===== config.mk =====
export PLATFORM = sky130hd
export DESIGN_NAME = darr_router
export DESIGN_NICKNAME = d
export VERILOG_FILES = /design/src/logic/darr_pkg.sv /design/src/logic/darr_quant.sv /design/src/logic/darr_fifo.sv /design/src/logic/darr_router.sv
export SDC_FILE = /design/constraint.sdc
export NUM_CORES = 2
export LEC_CHECK = 0
export ABC_AREA = 1
export BUFFER_PORTS_ARGS = -buffer_cell sky130_fd_sc_hd__buf_2
export CAP_MARGIN = 30
export CORE_ASPECT_RATIO = 2
export CORE_MARGIN = 1
export CORE_UTILIZATION = 60
export CTS_CLUSTER_SIZE = 24
export DETAILED_ROUTE_END_ITERATION = 7
export GPL_TIMING_DRIVEN = 0
export PLACE_DENSITY = 0.75
export SLEW_MARGIN = 20
export SYNTH_ARGS = -nofsm -noshare
export SYNTH_HDL_FRONTEND = slang
export SYNTH_SLANG_ARGS = --single-unit

===== constraint.sdc =====
create_clock -name core_clk_i -period 11.4 [get_ports core_clk_i]
set_input_delay 2.85 -clock core_clk_i [delete_from_list [all_inputs] [get_ports core_clk_i]]
set_output_delay 2.85 -clock core_clk_i [all_outputs]
set_load 0.02 [all_outputs]

===== src/logic/darr_pkg.sv =====
/*
 * darr_pkg: constants, register offsets, latency figures and types for the
 * dual converter output latency router.
 * Assumes: a single core clock samples the converter sampling clock.
 */
package darr_pkg;
	localparam int unsigned RAW_W          = 12;
	localparam int unsigned CODE_W         = 10;
	localparam int unsigned FS_W           = 15;
	localparam int unsigned GAIN_SHIFT     = 14;
	localparam int unsigned LAT_PRI        = 34;
	localparam int unsigned LAT_DLY        = 35;
	localparam int unsigned HIST_PRI_RISE  = 2 * LAT_PRI - 1;
	localparam int unsigned HIST_PRI_FALL  = 2 * LAT_PRI;
	localparam int unsigned HIST_DLY_RISE  = 2 * LAT_DLY - 1;
	localparam int unsigned HIST_DLY_FALL  = 2 * LAT_DLY;
	localparam int unsigned HIST_DEPTH     = 2 * LAT_DLY + 2;
	localparam int unsigned CAL_FLUSH_CYC  = 60;
	localparam int unsigned SYNC_W         = 2 * RAW_W + 8;
	localparam logic [3:0]  ADDR_FS_I      = 4'h3;
	localparam logic [3:0]  ADDR_FS_Q      = 4'hB;
	localparam logic [FS_W-1:0] FS_RESET   = 15'h4000;
	localparam logic [FS_W-1:0] FS_PIN_LOW = 15'h3000;
	localparam logic [FS_W-1:0] FS_PIN_HIGH = 15'h4000;
	localparam logic [CODE_W-1:0] CODE_MAX = 10'h3FF;
	localparam logic [CODE_W-1:0] CODE_MIN = 10'h000;
	localparam logic [CODE_W-1:0] CODE_MID = 10'h200;
	localparam logic [1:0]  SEL_FIRST      = 2'h0;
	localparam logic [1:0]  SEL_SECOND     = 2'h1;
	localparam logic [1:0]  SEL_BOTH       = 2'h2;
	localparam logic [6:0]  FLUSH_LAST     = 7'h3B;

	typedef enum logic [1:0] {CAL_IDLE, CAL_BUSY, CAL_FLUSH} darr_cal_t;
endpackage


===== src/logic/darr_quant.sv =====
/*
 * darr_quant: scales one raw input by its full-scale word, offsets it to
 * mid code, clips to the 10-bit code range and flags overrange.
 * Assumes: purely combinational use inside the router, same clock domain.
 */
`timescale 1ns/1ps
module darr_quant
	import darr_pkg::*;
(
	input  wire logic [RAW_W-1:0]  raw_i,
	input  wire logic [FS_W-1:0]   scale_i,
	output logic      [CODE_W-1:0] code_o,
	output logic                   over_o
);
	logic signed [RAW_W+FS_W:0] prod;
	logic signed [RAW_W+FS_W:0] level;

	////////////////////////////////////////////////////////////////////////
	// gain, offset and clip
	always_comb
	begin
		prod  = $signed(raw_i) * $signed({1'b0, scale_i});
		level = (prod >>> GAIN_SHIFT) + $signed({{(RAW_W+FS_W-CODE_W){1'b0}}, CODE_MID});
		if (level > $signed({{(RAW_W+FS_W-CODE_W){1'b0}}, CODE_MAX}))
		begin
			code_o = CODE_MAX;
			over_o = 1'b1;
		end
		else if (level < 0)
		begin
			code_o = CODE_MIN;
			over_o = 1'b1;
		end
		else
		begin
			code_o = level[CODE_W-1:0];
			over_o = 1'b0;
		end
	end
endmodule


===== src/logic/darr_fifo.sv =====
/*
 * darr_fifo: synchronous FIFO with valid/ready on both sides.
 * Assumes: one clock, one asynchronous active-low reset; DEPTH a power of two.
 */
`timescale 1ns/1ps
module darr_fifo #(
	parameter int unsigned WIDTH = 22,
	parameter int unsigned DEPTH = 8
)(
	input  wire logic             core_clk_i,
	input  wire logic             arst_n_i,
	input  wire logic             in_valid_i,
	output logic                  in_ready_o,
	input  wire logic [WIDTH-1:0] in_data_i,
	output logic                  out_valid_o,
	input  wire logic             out_ready_i,
	output logic      [WIDTH-1:0] out_data_o
);
	localparam int unsigned AW = $clog2(DEPTH);

	if (DEPTH < 2 || (1 << AW) != DEPTH)
		$error("depth must be a power of two of at least two");

	logic [WIDTH-1:0] mem [DEPTH];
	logic [AW:0]      wr_ptr;
	logic [AW:0]      rd_ptr;
	logic [AW:0]      next_wr_ptr;
	logic [AW:0]      next_rd_ptr;
	logic             push;
	logic             pop;

	////////////////////////////////////////////////////////////////////////
	// pointers and flags
	always_comb
	begin
		in_ready_o  = !((wr_ptr[AW] != rd_ptr[AW]) && (wr_ptr[AW-1:0] == rd_ptr[AW-1:0]));
		out_valid_o = (wr_ptr != rd_ptr);
		out_data_o  = mem[rd_ptr[AW-1:0]];
		push        = in_valid_i && in_ready_o;
		pop         = out_valid_o && out_ready_i;
		next_wr_ptr = push ? wr_ptr + 1'b1 : wr_ptr;
		next_rd_ptr = pop ? rd_ptr + 1'b1 : rd_ptr;
	end

	always_ff @(posedge core_clk_i or negedge arst_n_i)
	begin
		if (!arst_n_i)
		begin
			wr_ptr <= '0;
			rd_ptr <= '0;
		end
		else
		begin
			wr_ptr <= next_wr_ptr;
			rd_ptr <= next_rd_ptr;
		end
	end

	always_ff @(posedge core_clk_i)
	begin
		if (push)
			mem[wr_ptr[AW-1:0]] <= in_data_i;
	end
endmodule


===== src/logic/darr_router.sv =====
/*
 * darr_router: top of the dual converter output latency router. Samples the
 * converter clock, keeps a half-cycle sample history, drives four output
 * buses at fixed latency, clips and flags overrange, blanks during
 * calibration and mirrors primary words into a capture FIFO.
 * Assumes: sampling clock and all pins asynchronous to core_clk_i and much
 * slower than it; register port synchronous to core_clk_i.
 */
`timescale 1ns/1ps
module darr_router
	import darr_pkg::*;
#(
	parameter int unsigned FIFO_DEPTH = 8
)(
	input  wire logic              core_clk_i,
	input  wire logic              arst_n_i,
	input  wire logic              sample_clk_i,
	input  wire logic [RAW_W-1:0]  raw_first_i,
	input  wire logic [RAW_W-1:0]  raw_second_i,
	input  wire logic              interleave_mode_i,
	input  wire logic              demux_mode_i,
	input  wire logic              extended_control_mode_i,
	input  wire logic [1:0]        input_select_i,
	input  wire logic              full_scale_range_select_i,
	input  wire logic              calibration_running_i,
	input  wire logic              reg_wr_i,
	input  wire logic [3:0]        reg_addr_i,
	input  wire logic [15:0]       reg_wdata_i,
	output logic      [15:0]       reg_rdata_o,
	output logic      [CODE_W-1:0] primary_i_bus_o,
	output logic      [CODE_W-1:0] primary_q_bus_o,
	output logic      [CODE_W-1:0] delayed_i_bus_o,
	output logic      [CODE_W-1:0] delayed_q_bus_o,
	output logic                   delayed_bus_oe_o,
	output logic                   first_channel_overrange_flag_o,
	output logic                   second_channel_overrange_flag_o,
	output logic                   stream_valid_o,
	input  wire logic              stream_ready_i,
	output logic      [2*CODE_W+1:0] stream_data_o,
	output logic                   stream_overflow_o
);
	localparam int unsigned ENT_W = 2 * CODE_W + 2;

	if (FIFO_DEPTH < 2)
		$error("fifo depth below two");

	////////////////////////////////////////////////////////////////////////
	// helpers
	function automatic logic [CODE_W:0] pick(input logic [ENT_W-1:0] ent, input logic use_q);
		pick = use_q ? ent[ENT_W-1:CODE_W+1] : ent[CODE_W:0];
	endfunction

	////////////////////////////////////////////////////////////////////////
	// pin synchronisers
	logic [SYNC_W-1:0] sync1;
	logic [SYNC_W-1:0] sync2;
	logic              clk_prev;
	logic [SYNC_W-1:0] next_sync1;
	logic [SYNC_W-1:0] next_sync2;
	logic              next_clk_prev;

	logic              s_clk;
	logic [RAW_W-1:0]  s_raw_i;
	logic [RAW_W-1:0]  s_raw_q;
	logic              s_ilv;
	logic              s_demux;
	logic              s_ecm;
	logic [1:0]        s_sel;
	logic              s_fsr;
	logic              s_cal;
	logic              rise;
	logic              fall;

	always_comb
	begin
		next_sync1 = {sample_clk_i, raw_first_i, raw_second_i, interleave_mode_i,
			demux_mode_i, extended_control_mode_i, input_select_i,
			full_scale_range_select_i, calibration_running_i};
		next_sync2    = sync1;
		next_clk_prev = sync2[SYNC_W-1];
		{s_clk, s_raw_i, s_raw_q, s_ilv, s_demux, s_ecm, s_sel, s_fsr, s_cal} = sync2;
		rise = s_clk && !clk_prev;
		fall = !s_clk && clk_prev;
	end

	always_ff @(posedge core_clk_i or negedge arst_n_i)
	begin
		if (!arst_n_i)
		begin
			sync1    <= '0;
			sync2    <= '0;
			clk_prev <= 1'b0;
		end
		else
		begin
			sync1    <= next_sync1;
			sync2    <= next_sync2;
			clk_prev <= next_clk_prev;
		end
	end

	////////////////////////////////////////////////////////////////////////
	// full-scale registers
	logic [FS_W-1:0] fs_i;
	logic [FS_W-1:0] fs_q;
	logic [15:0]     rdata;
	logic [FS_W-1:0] next_fs_i;
	logic [FS_W-1:0] next_fs_q;
	logic [15:0]     next_rdata;
	logic [FS_W-1:0] scale_i;
	logic [FS_W-1:0] scale_q;

	always_comb
	begin
		next_fs_i = fs_i;
		next_fs_q = fs_q;
		if (reg_wr_i && reg_addr_i == ADDR_FS_I)
			next_fs_i = reg_wdata_i[FS_W-1:0];
		if (reg_wr_i && reg_addr_i == ADDR_FS_Q)
			next_fs_q = reg_wdata_i[FS_W-1:0];
		unique case (reg_addr_i)
			ADDR_FS_I: next_rdata = {1'b0, fs_i};
			ADDR_FS_Q: next_rdata = {1'b0, fs_q};
			default:   next_rdata = 16'h0000;
		endcase
		if (s_ecm)
		begin
			scale_i = fs_i;
			scale_q = fs_q;
		end
		else
		begin
			scale_i = s_fsr ? FS_PIN_HIGH : FS_PIN_LOW;
			scale_q = scale_i;
		end
	end

	always_ff @(posedge core_clk_i or negedge arst_n_i)
	begin
		if (!arst_n_i)
		begin
			fs_i  <= FS_RESET;
			fs_q  <= FS_RESET;
			rdata <= 16'h0000;
		end
		else
		begin
			fs_i  <= next_fs_i;
			fs_q  <= next_fs_q;
			rdata <= next_rdata;
		end
	end

	assign reg_rdata_o = rdata;

	////////////////////////////////////////////////////////////////////////
	// quantisers
	logic [CODE_W-1:0] code_i;
	logic [CODE_W-1:0] code_q;
	logic              over_i;
	logic              over_q;

	darr_quant u_quant_i (
		.raw_i   (s_raw_i),
		.scale_i (scale_i),
		.code_o  (code_i),
		.over_o  (over_i)
	);

	darr_quant u_quant_q (
		.raw_i   (s_raw_q),
		.scale_i (scale_q),
		.code_o  (code_q),
		.over_o  (over_q)
	);

	////////////////////////////////////////////////////////////////////////
	// half-cycle sample history, free running
	logic [ENT_W-1:0] hist      [HIST_DEPTH];
	logic [ENT_W-1:0] next_hist [HIST_DEPTH];

	always_comb
	begin
		for (int k = 0; k < HIST_DEPTH; k++)
			next_hist[k] = hist[k];
		if (rise || fall)
		begin
			next_hist[0] = {over_q, code_q, over_i, code_i};
			for (int k = 1; k < HIST_DEPTH; k++)
				next_hist[k] = hist[k-1];
		end
	end

	always_ff @(posedge core_clk_i or negedge arst_n_i)
	begin
		if (!arst_n_i)
		begin
			for (int k = 0; k < HIST_DEPTH; k++)
				hist[k] <= '0;
		end
		else
		begin
			for (int k = 0; k < HIST_DEPTH; k++)
				hist[k] <= next_hist[k];
		end
	end

	////////////////////////////////////////////////////////////////////////
	// calibration blanking
	darr_cal_t cal_state;
	darr_cal_t next_cal_state;
	logic [6:0] flush_cnt;
	logic [6:0] next_flush_cnt;
	logic       hold;

	always_comb
	begin
		next_cal_state = cal_state;
		next_flush_cnt = flush_cnt;
		unique case (cal_state)
			CAL_IDLE:
				if (s_cal)
					next_cal_state = CAL_BUSY;
			CAL_BUSY:
				if (!s_cal)
				begin
					next_cal_state = CAL_FLUSH;
					next_flush_cnt = '0;
				end
			CAL_FLUSH:
				if (s_cal)
					next_cal_state = CAL_BUSY;
				else if (rise && flush_cnt == FLUSH_LAST)
					next_cal_state = CAL_IDLE;
				else if (rise)
					next_flush_cnt = flush_cnt + 7'h01;
		endcase
		hold = (cal_state != CAL_IDLE) || s_cal;
	end

	always_ff @(posedge core_clk_i or negedge arst_n_i)
	begin
		if (!arst_n_i)
		begin
			cal_state <= CAL_IDLE;
			flush_cnt <= '0;
		end
		else
		begin
			cal_state <= next_cal_state;
			flush_cnt <= next_flush_cnt;
		end
	end

	////////////////////////////////////////////////////////////////////////
	// output buses
	logic              src_q;
	logic              phase;
	logic              update;
	logic [CODE_W:0]   w_pi;
	logic [CODE_W:0]   w_pq;
	logic [CODE_W:0]   w_di;
	logic [CODE_W:0]   w_dq;
	logic              next_phase;
	logic [CODE_W-1:0] next_pi;
	logic [CODE_W-1:0] next_pq;
	logic [CODE_W-1:0] next_di;
	logic [CODE_W-1:0] next_dq;
	logic              next_oe;
	logic              next_of1;
	logic              next_of2;

	always_comb
	begin
		src_q  = s_ilv && s_ecm && (s_sel == SEL_SECOND);
		w_pi   = pick(hist[HIST_PRI_RISE], src_q);
		w_di   = pick(hist[HIST_DLY_RISE], src_q);
		w_pq   = s_ilv ? pick(hist[HIST_PRI_FALL], src_q)
			: pick(hist[HIST_PRI_RISE], 1'b1);
		w_dq   = s_ilv ? pick(hist[HIST_DLY_FALL], src_q)
			: pick(hist[HIST_DLY_RISE], 1'b1);
		next_phase = (rise && s_demux) ? !phase : phase;
		update = rise && (!s_demux || !phase);
		next_oe  = s_demux;
		next_pi  = primary_i_bus_o;
		next_pq  = primary_q_bus_o;
		next_di  = delayed_i_bus_o;
		next_dq  = delayed_q_bus_o;
		next_of1 = first_channel_overrange_flag_o;
		next_of2 = second_channel_overrange_flag_o;
		if (hold)
		begin
			next_pi  = '0;
			next_pq  = '0;
			next_di  = '0;
			next_dq  = '0;
			next_of1 = 1'b0;
			next_of2 = 1'b0;
		end
		else if (update)
		begin
			next_pi  = w_pi[CODE_W-1:0];
			next_pq  = w_pq[CODE_W-1:0];
			next_di  = s_demux ? w_di[CODE_W-1:0] : '0;
			next_dq  = s_demux ? w_dq[CODE_W-1:0] : '0;
			next_of1 = w_pi[CODE_W] || (s_demux && w_di[CODE_W]);
			next_of2 = w_pq[CODE_W] || (s_demux && w_dq[CODE_W]);
		end
	end

	always_ff @(posedge core_clk_i or negedge arst_n_i)
	begin
		if (!arst_n_i)
		begin
			phase                           <= 1'b0;
			primary_i_bus_o                 <= '0;
			primary_q_bus_o                 <= '0;
			delayed_i_bus_o                 <= '0;
			delayed_q_bus_o                 <= '0;
			delayed_bus_oe_o                <= 1'b0;
			first_channel_overrange_flag_o  <= 1'b0;
			second_channel_overrange_flag_o <= 1'b0;
		end
		else
		begin
			phase                           <= next_phase;
			primary_i_bus_o                 <= next_pi;
			primary_q_bus_o                 <= next_pq;
			delayed_i_bus_o                 <= next_di;
			delayed_q_bus_o                 <= next_dq;
			delayed_bus_oe_o                <= next_oe;
			first_channel_overrange_flag_o  <= next_of1;
			second_channel_overrange_flag_o <= next_of2;
		end
	end

	////////////////////////////////////////////////////////////////////////
	// capture stream
	logic             fifo_push;
	logic             fifo_ready;
	logic [ENT_W-1:0] fifo_in;
	logic             next_overflow;

	always_comb
	begin
		fifo_push     = update && !hold;
		fifo_in       = {w_pq[CODE_W], w_pi[CODE_W], w_pq[CODE_W-1:0], w_pi[CODE_W-1:0]};
		next_overflow = stream_overflow_o || (fifo_push && !fifo_ready);
	end

	always_ff @(posedge core_clk_i or negedge arst_n_i)
	begin
		if (!arst_n_i)
			stream_overflow_o <= 1'b0;
		else
			stream_overflow_o <= next_overflow;
	end

	darr_fifo #(
		.WIDTH (ENT_W),
		.DEPTH (FIFO_DEPTH)
	) u_fifo (
		.core_clk_i  (core_clk_i),
		.arst_n_i    (arst_n_i),
		.in_valid_i  (fifo_push),
		.in_ready_o  (fifo_ready),
		.in_data_i   (fifo_in),
		.out_valid_o (stream_valid_o),
		.out_ready_i (stream_ready_i),
		.out_data_o  (stream_data_o)
	);

	////////////////////////////////////////////////////////////////////////
	// checks
	cal_blank_a: assert property (@(posedge core_clk_i) disable iff (!arst_n_i)
		s_cal |=> primary_i_bus_o == '0 && primary_q_bus_o == '0 && !first_channel_overrange_flag_o)
		else $error("outputs not low during calibration");

	flush_hold_a: assert property (@(posedge core_clk_i) disable iff (!arst_n_i)
		$fell(s_cal) |=> cal_state == CAL_FLUSH && flush_cnt == '0)
		else $error("flush count not restarted after calibration");

	flush_len_a: assert property (@(posedge core_clk_i) disable iff (!arst_n_i)
		cal_state == CAL_FLUSH && flush_cnt < FLUSH_LAST |=> cal_state != CAL_IDLE)
		else $error("blanking ended early");

	delayed_hiz_a: assert property (@(posedge core_clk_i) disable iff (!arst_n_i)
		!s_demux ##1 !s_demux |-> !delayed_bus_oe_o)
		else $error("delayed buses driven in non-demux mode");

	clip_range_a: assert property (@(posedge core_clk_i) disable iff (!arst_n_i)
		over_i |-> code_i == CODE_MAX || code_i == CODE_MIN)
		else $error("overrange result not clipped");

	first_only_a: assert property (@(posedge core_clk_i) disable iff (!arst_n_i)
		!s_ecm |-> !src_q)
		else $error("second input used without extended control");

	shared_range_a: assert property (@(posedge core_clk_i) disable iff (!arst_n_i)
		!s_ecm |-> scale_i == scale_q)
		else $error("channels differ in range without extended control");

	edge_capture_a: assert property (@(posedge core_clk_i) disable iff (!arst_n_i)
		(rise || fall) |=> hist[0] == {$past(over_q), $past(code_q), $past(over_i), $past(code_i)}
			&& hist[1] == $past(hist[0]))
		else $error("sample history not advanced on sampling edge");

	demux_rate_a: assert property (@(posedge core_clk_i) disable iff (!arst_n_i)
		rise && s_demux && phase && !hold |=> $stable(primary_i_bus_o) && $stable(delayed_i_bus_o))
		else $error("demux update on wrong phase");
endmodule


Yosys cells after proc, flatten, opt, wreduce, memory -nomap -nowiden
Memories as Yosys holds them, arrays and structs flattened.
Cells that the tools add are included.
{"block": "totals", "ramBits": 176, "out_inout_bits": 83, "latchBits": 0, "n_memories": 1, "ff_bits": 1735, "mem_bits_ro": 0}
{"memory": "u_fifo.mem", "words": 8, "word_bits": 22, "read_ports": 1, "rd_clocked_by_memory_dff": 0, "write_ports": 1, "line": "darr_fifo.sv:24", "text": "logic [WIDTH-1:0] mem [DEPTH];"}
{"block": "op_classes", "addsub": 5, "reduce_logical": 34, "eq_ne": 15, "magnitude_cmp": 4, "mux": 44, "mul": 2, "n_shift": 0, "bitwise": 0, "n_div": 0}
{"op": "10-bit 2-to-1 mux", "n": 14}
{"op": "11-bit 2-to-1 mux", "n": 6}
{"op": "12-bit by 16-bit multiplier with 28-bit output", "n": 2}
{"op": "15-bit 2-to-1 mux", "n": 3}
{"op": "14-bit by 11-bit adder with 15-bit output (second input constant)", "n": 2}
{"op": "15-bit by 11-bit > comparator with 1-bit output (second input constant)", "n": 2}
{"op": "15-bit by 1-bit < comparator with 1-bit output (second input constant)", "n": 2}
{"op": "15-bit case mux with 2 select lines", "n": 1}
{"op": "7-bit 2-to-1 mux", "n": 4}
{"op": "1-bit logical AND", "n": 16}
{"op": "7-bit case mux with 2 select lines", "n": 1}
{"op": "1-bit 2-to-1 mux", "n": 10}
{"op": "2-bit != test (second input constant)", "n": 5}
{"op": "4-bit by 1-bit adder with 4-bit output (second input constant)", "n": 2}
{"op": "2-bit 2-to-1 mux", "n": 4}
{"op": "7-bit by 1-bit adder with 7-bit output (second input constant)", "n": 1}
{"op": "7-bit by 6-bit == test with 1-bit output (second input constant)", "n": 1}
{"op": "1-bit zero test", "n": 6}
{"op": "1-bit logical OR", "n": 6}
{"op": "2-bit case mux with 3 select lines", "n": 1}
{"op": "2-bit nonzero test", "n": 3}
{"op": "5-bit AND reduction", "n": 1}
{"op": "2-bit by 1-bit == test with 1-bit output (second input constant)", "n": 2}
{"op": "4-bit by 2-bit == test with 1-bit output (second input constant)", "n": 1}
{"op": "8 further kinds", "n": 8}

Depth between registers and ports, before layout
{"block": "depth", "ltp_word": 8, "mapped_depth": 36, "ltp_nobuf": 34}

Hierarchy
Synthesis repeated with hierarchy kept, for this count alone.
{"block": "unflattened", "hier_cells": 9088, "area_unflattened_um2": 85410.7}
{"mod": "darr_router", "cells_each": 6528, "instances": 1, "area_per_inst_um2": 64526.9, "seq_area_each_um2": 43193.9}
{"mod": "darr_fifo", "cells_each": 582, "instances": 1, "area_per_inst_um2": 7313.3, "seq_area_each_um2": 5485.3}
{"mod": "darr_quant (u_quant_i)", "cells_each": 1001, "instances": 1, "area_per_inst_um2": 6840.3, "seq_area_each_um2": 0.0}
{"mod": "darr_quant (u_quant_q)", "cells_each": 977, "instances": 1, "area_per_inst_um2": 6730.2, "seq_area_each_um2": 0.0}

Least setup slack after synthesis
Ideal clock, no wire load.
{"block": "synth_path", "kind": "reg2reg", "from": "register sync2[4]", "to": "register hist[1578] (netlist bit)", "arrival_ns": 5.681, "slack_ns": 5.602, "required_ns": 11.283, "setup_ns": 0.117, "stages_incl_launch_ff": 32, "cell_sequence": "dfrtp_1 buf_2 buf_1 nand2_1 inv_1 nand2_1 fa_1 fa_1 fa_1 inv_1 fa_1 inv_1 fa_1 inv_1 ha_1 nand2_1 inv_1 a21oi_1 inv_1 nand2_1 nand3_1 nand2_1 nand2_1 nand2_1 nand2_4 ha_1 nand3b_1 nor2_4 buf_6 nand4_1 nand2_1 nand2_1"}
{"block": "synth_between", "elab_chain_cells": 6, "elab_cells_between_ends": 7, "classes_between": "1 x add/sub; 1 x mul; 2 x order compare; 3 x mux"}
{"item": "start, declared", "line": "darr_router.sv:56", "text": "logic [SYNC_W-1:0] sync2;"}
{"item": "start signal, assigned", "line": "darr_router.sv:97", "text": "sync2 <= next_sync2;"}
{"item": "15-bit 2-to-1 mux *", "line": "darr_router.sv:126", "text": "if (s_ecm)"}
{"item": "12-bit by 16-bit multiplier with 28-bit output *", "line": "darr_quant.sv:22", "text": "prod = $signed(raw_i) * $signed({1'b0, scale_i});"}
{"item": "14-bit by 11-bit adder with 15-bit output *", "line": "darr_quant.sv:23", "text": "level = (prod >>> GAIN_SHIFT) + $signed({{(RAW_W+FS_W-CODE_W){1'b0}}, CODE_MID});"}
{"item": "15-bit by 1-bit < comparator with 1-bit output", "line": "darr_quant.sv:29", "text": "else if (level < 0)"}
{"item": "10-bit 2-to-1 mux", "line": "darr_quant.sv:29"}
{"item": "10-bit 2-to-1 mux *", "line": "darr_quant.sv:24", "text": "if (level > $signed({{(RAW_W+FS_W-CODE_W){1'b0}}, CODE_MAX}))"}
{"item": "end signal, assigned by index", "line": "darr_router.sv:204", "text": "hist[k] <= next_hist[k];"}
{"item": "end, declared", "line": "darr_router.sv:179", "text": "logic [ENT_W-1:0] hist [HIST_DEPTH];"}
Mark *: on every way between the ends. The rest lies on a longest branch, timed or not.
A chain may end at the register's enable or synchronous reset.

Worst setup path after layout
{"block": "layout_path", "from": "register sync2[4]", "to": "register hist[1570] (netlist bit)"}
Same word-level chain as after synthesis.

==> flow_summary_export.csv <==
group,metric,value,unit
clocking,insertion_delay,800,ps
finish,fraction_of_final_layout_cells_sized_beyond_drive_strength_1,0.05508,
finish,layout.nets,9646,
sta,period_share,0.6321,
clocking,cts-resized-gates,0,
critical_path,timing.critical_path.slowest_stage_cell,"sky130_fd_sc_hd__fa_1",
finish,area_growth,11.21,%
detailed_routing,detail_route.iter0.violations,4282,
global_route,wire_length_of_the_first_global_routing_pass,333800,um
sta,setup_violations,0,
critical_path,timing.critical_path.fanout_max,10,
die,height_of_the_chip,529.3,um
die,core_area,138100,um^2
finish,mostFrequentLayoutCells,"sky130_fd_sc_hd__nand2_1 (2237), sky130_fd_sc_hd__dfrtp_1 (1732), sky130_fd_sc_hd__o21ai_0 (1687)",
detailed_routing,route.antenna.remaining_nets,0,
yosys,netlist_area,83420,um^2
critical_path,crit_path_max_incr_delay,550,ps
finish,fin_util,0.6716,
critical_path,critPathMostFrequentCell,"sky130_fd_sc_hd__nand2_1",
finish,layout.cells.most_common,"sky130_fd_sc_hd__nand2_1",
global_route,global_route.usage.total,0.3049,
clocking,cts_num_sinks,1910,
flow_run,cap_violations,0,
power_and_ir_drop,max-vdd-ir-drop,0.1323,mV
placement,placement.setup.worst_slack,4204,ps
yosys,ys_seq_elements,1910,
yosys,synth-seq-area-share,0.5836,
detailed_routing,routed_via_density,5.432,
detailed_routing,via_count,60570,
clocking,cts_hold_buf,0,
sta,period_needed,7206,ps
die,std_cell_rows,193,
placement,dp_hpwl,156000,um
global_route,grt_pass1_vias,64470,
run_status,outcome,"completed",
placement,routabilityCongestion,1.001,
detailed_routing,remaining_routing_drc_violations,0,
yosys,postSynthAreaPerCell,9.450,um^2
sta,finClkSkew,42.79,ps
sta,grt_setup_unrepaired,"no",
clocking,cts_setup_buffers,0,
clocking,clkTransAtPathRegs,70,ps
worst_hold_path,hold_path.class,"reg2reg",
clocking,clock-root-buffer,"sky130_fd_sc_hd__clkbuf_16",
global_route,grt_max_degree,148,
detailed_routing,wl_per_cell,18.68,um
clocking,cts_made_buffers,165,
critical_path,setup.worst_path.class,"reg2reg",
critical_path,reg2reg_slack,4190,ps
critical_path,crit_required,12070,ps
sta,tightest_slew,1097,ps
critical_path,crit_arrival,7870,ps
clocking,clock_tree_from_tritoncts,"built",
die,floorplan.initialDensity,0.6039,
sta,final_max_slew_viol_count,0,
yosys,synth_nets,9307,
clocking,cts.path.max_buffers,4,
clocking,cts.htree.levels,4,
die,io_pins,139,
critical_path,element_type_at_the_critical_path_end,"register",
detailed_routing,wl,208200,um
power_and_ir_drop,powerDensity,206.9,nW/um^2
yosys,synth.yosys.warnings,0,
sta,setup_tns,0,ps
yosys,synthesis.instances,8827,
placement,numPortBuffers,136,
detailed_routing,detailedRoute.firstPassIterationCount,6,
sta,hold_slack,340.2,ps
power_and_ir_drop,total_leakage_power,43.18,nW
sta,worst_setup_margin,4194,ps
global_route,grt_antenna_before_repair,4,
critical_path,timing.critical_path.from_type,"register",
die,design.die.area,140600,um^2
global_route,overflow_left_after_global_routing,0,
sta,slew_headroom,0.2688,
yosys,synth_cell_types,44,
sta,endpoints_failing_hold,0,
sta,max_clock_freq,138.8,MHz
die,chipWidth,265.7,um
-- per-layer routing --
metal / up-vias / wire length, um / global-route usage
met1: 29900 / 69300 / 0.3022
met5: - / 0 / 0
li1: 28190 / - / -
met2: 1701 / 114300 / 0.5788
met4: 0 / 16930 / 0.2212
met3: 778 / 7690 / 0.03491
-- registers in the layout, summed over array words and instances (netlist names), 2 cells and up --
name             count
u_fifo.wr_ptr        4
delayed_i_bus_o     10
u_fifo.rd_ptr        4
cal_state            2
flush_cnt            7
reg_rdata_o         15
fs_q                15
hist              1562
primary_i_bus_o     10
u_fifo.mem         176
delayed_q_bus_o     10
primary_q_bus_o     10
sync2               32
fs_i                15
next_sync2          32
-- cells in the mapped netlist, drive strengths merged --
| cell | instances | area (um^2) |
|---|---|---|
| a21oi | 42 | 232.7 |
| a22o | 15 | 131.4 |
| a31oi | 24 | 150.1 |
| and2 | 1 | 6.260 |
| and3 | 6 | 37.54 |
| buf | 28 | 161.4 |
| clkbuf | 410 | 1539 |
| clkinv | 13 | 48.80 |
| conb | 1 | 3.750 |
| dfrtp | 1732 | 43340 |
| dfstp | 2 | 52.55 |
| edfxtp | 176 | 5285 |
| fa | 258 | 5165 |
| ha | 166 | 2077 |
| inv | 1339 | 5026 |
| nand2 | 2259 | 8559 |
| nand3 | 92 | 470.5 |
| nand3b | 8 | 60.06 |
| nand4 | 37 | 267.8 |
| nor2 | 420 | 1617 |
| nor3 | 15 | 90.09 |
| nor4 | 3 | 18.77 |
| o21a | 1 | 7.510 |
| o21ai | 1698 | 8498 |
| o21bai | 10 | 75.07 |
| o22ai | 44 | 275.3 |
| o31ai | 10 | 75.07 |
| or2 | 2 | 12.51 |
| xnor2 | 4 | 35.03 |
| xor2 | 11 | 96.34 |
-- report_power, final --
group          total, mW  internal (mW)  switching, mW
logic               5.20           1.63           3.57
clock network       5.86           3.37           2.49
registers           8.12           7.69          0.435
-- worst paths after layout --
check                                          from                      to  cells after the start
max                              sync2[4]$_DFF_PN0_  hist[1570]$_DFFE_PN0P_                     30
min reg2reg                next_sync2[16]$_DFF_PN0_     sync2[16]$_DFF_PN0_                      0
max in group asynchronous                  arst_n_i   hist[998]$_DFFE_PN0P_                      7
min in group asynchronous                  arst_n_i   hist[340]$_DFFE_PN0P_                      1
max reg2reg                      sync2[4]$_DFF_PN0_  hist[1570]$_DFFE_PN0P_                     30
min                        next_sync2[16]$_DFF_PN0_     sync2[16]$_DFF_PN0_                      0
-- critical path, delay by kind of cell (launching register included) --
| family | cells | cell delay [ps] |
|---|---|---|
| fa+ha+maj | 7 | 3220 |
| simple gates | 15 | 2170 |
| buf+inv | 8 | 1360 |
| flops | 1 | 340 |
-- through the flow --
step | instance area, um^2 | power [mW] | std cells
after global placement | 86410 | 13.24 | 10820
after global routing | 92760 | 20.28 | 11150
final | 92770 | 19.19 | 11150
after floorplan | 83420 | 11.67 | 8827
after detailed placement | 87100 | 13.40 | 10850
after CTS | 92750 | 19.26 | 11150
-- logic make-up (layout without fill, tap and decap cells) --
logic type                 Yosys count  count (layout)  synth area share
xor gates and xnor gates            15              15          0.001575
other                                1               4        0.00004496
AOI/OAI and AO/OA                 1844            1844            0.1132
buffers and inverters             1790            2258           0.08122
DFF                               1910            1910            0.5836
and+or+nand+nor                   2843            2843            0.1335
adders and majority gates          424             424           0.08682
-- cell type report --
class / instances / area, um^2
fillers: 10690 / 45360
clock buffers: 240 / 4895
diodes: 3 / 7.507
plain buffers: 438 / 1702
clock inverters: 56 / 754.5
multi-input cells: 5127 / 28030
repair buffers: 172 / 1306
inverters: 1352 / 5075
well taps: 1852 / 2317
flip-flops and latches: 1910 / 48680
Note: power is estimated with default switching activity, not from simulation.
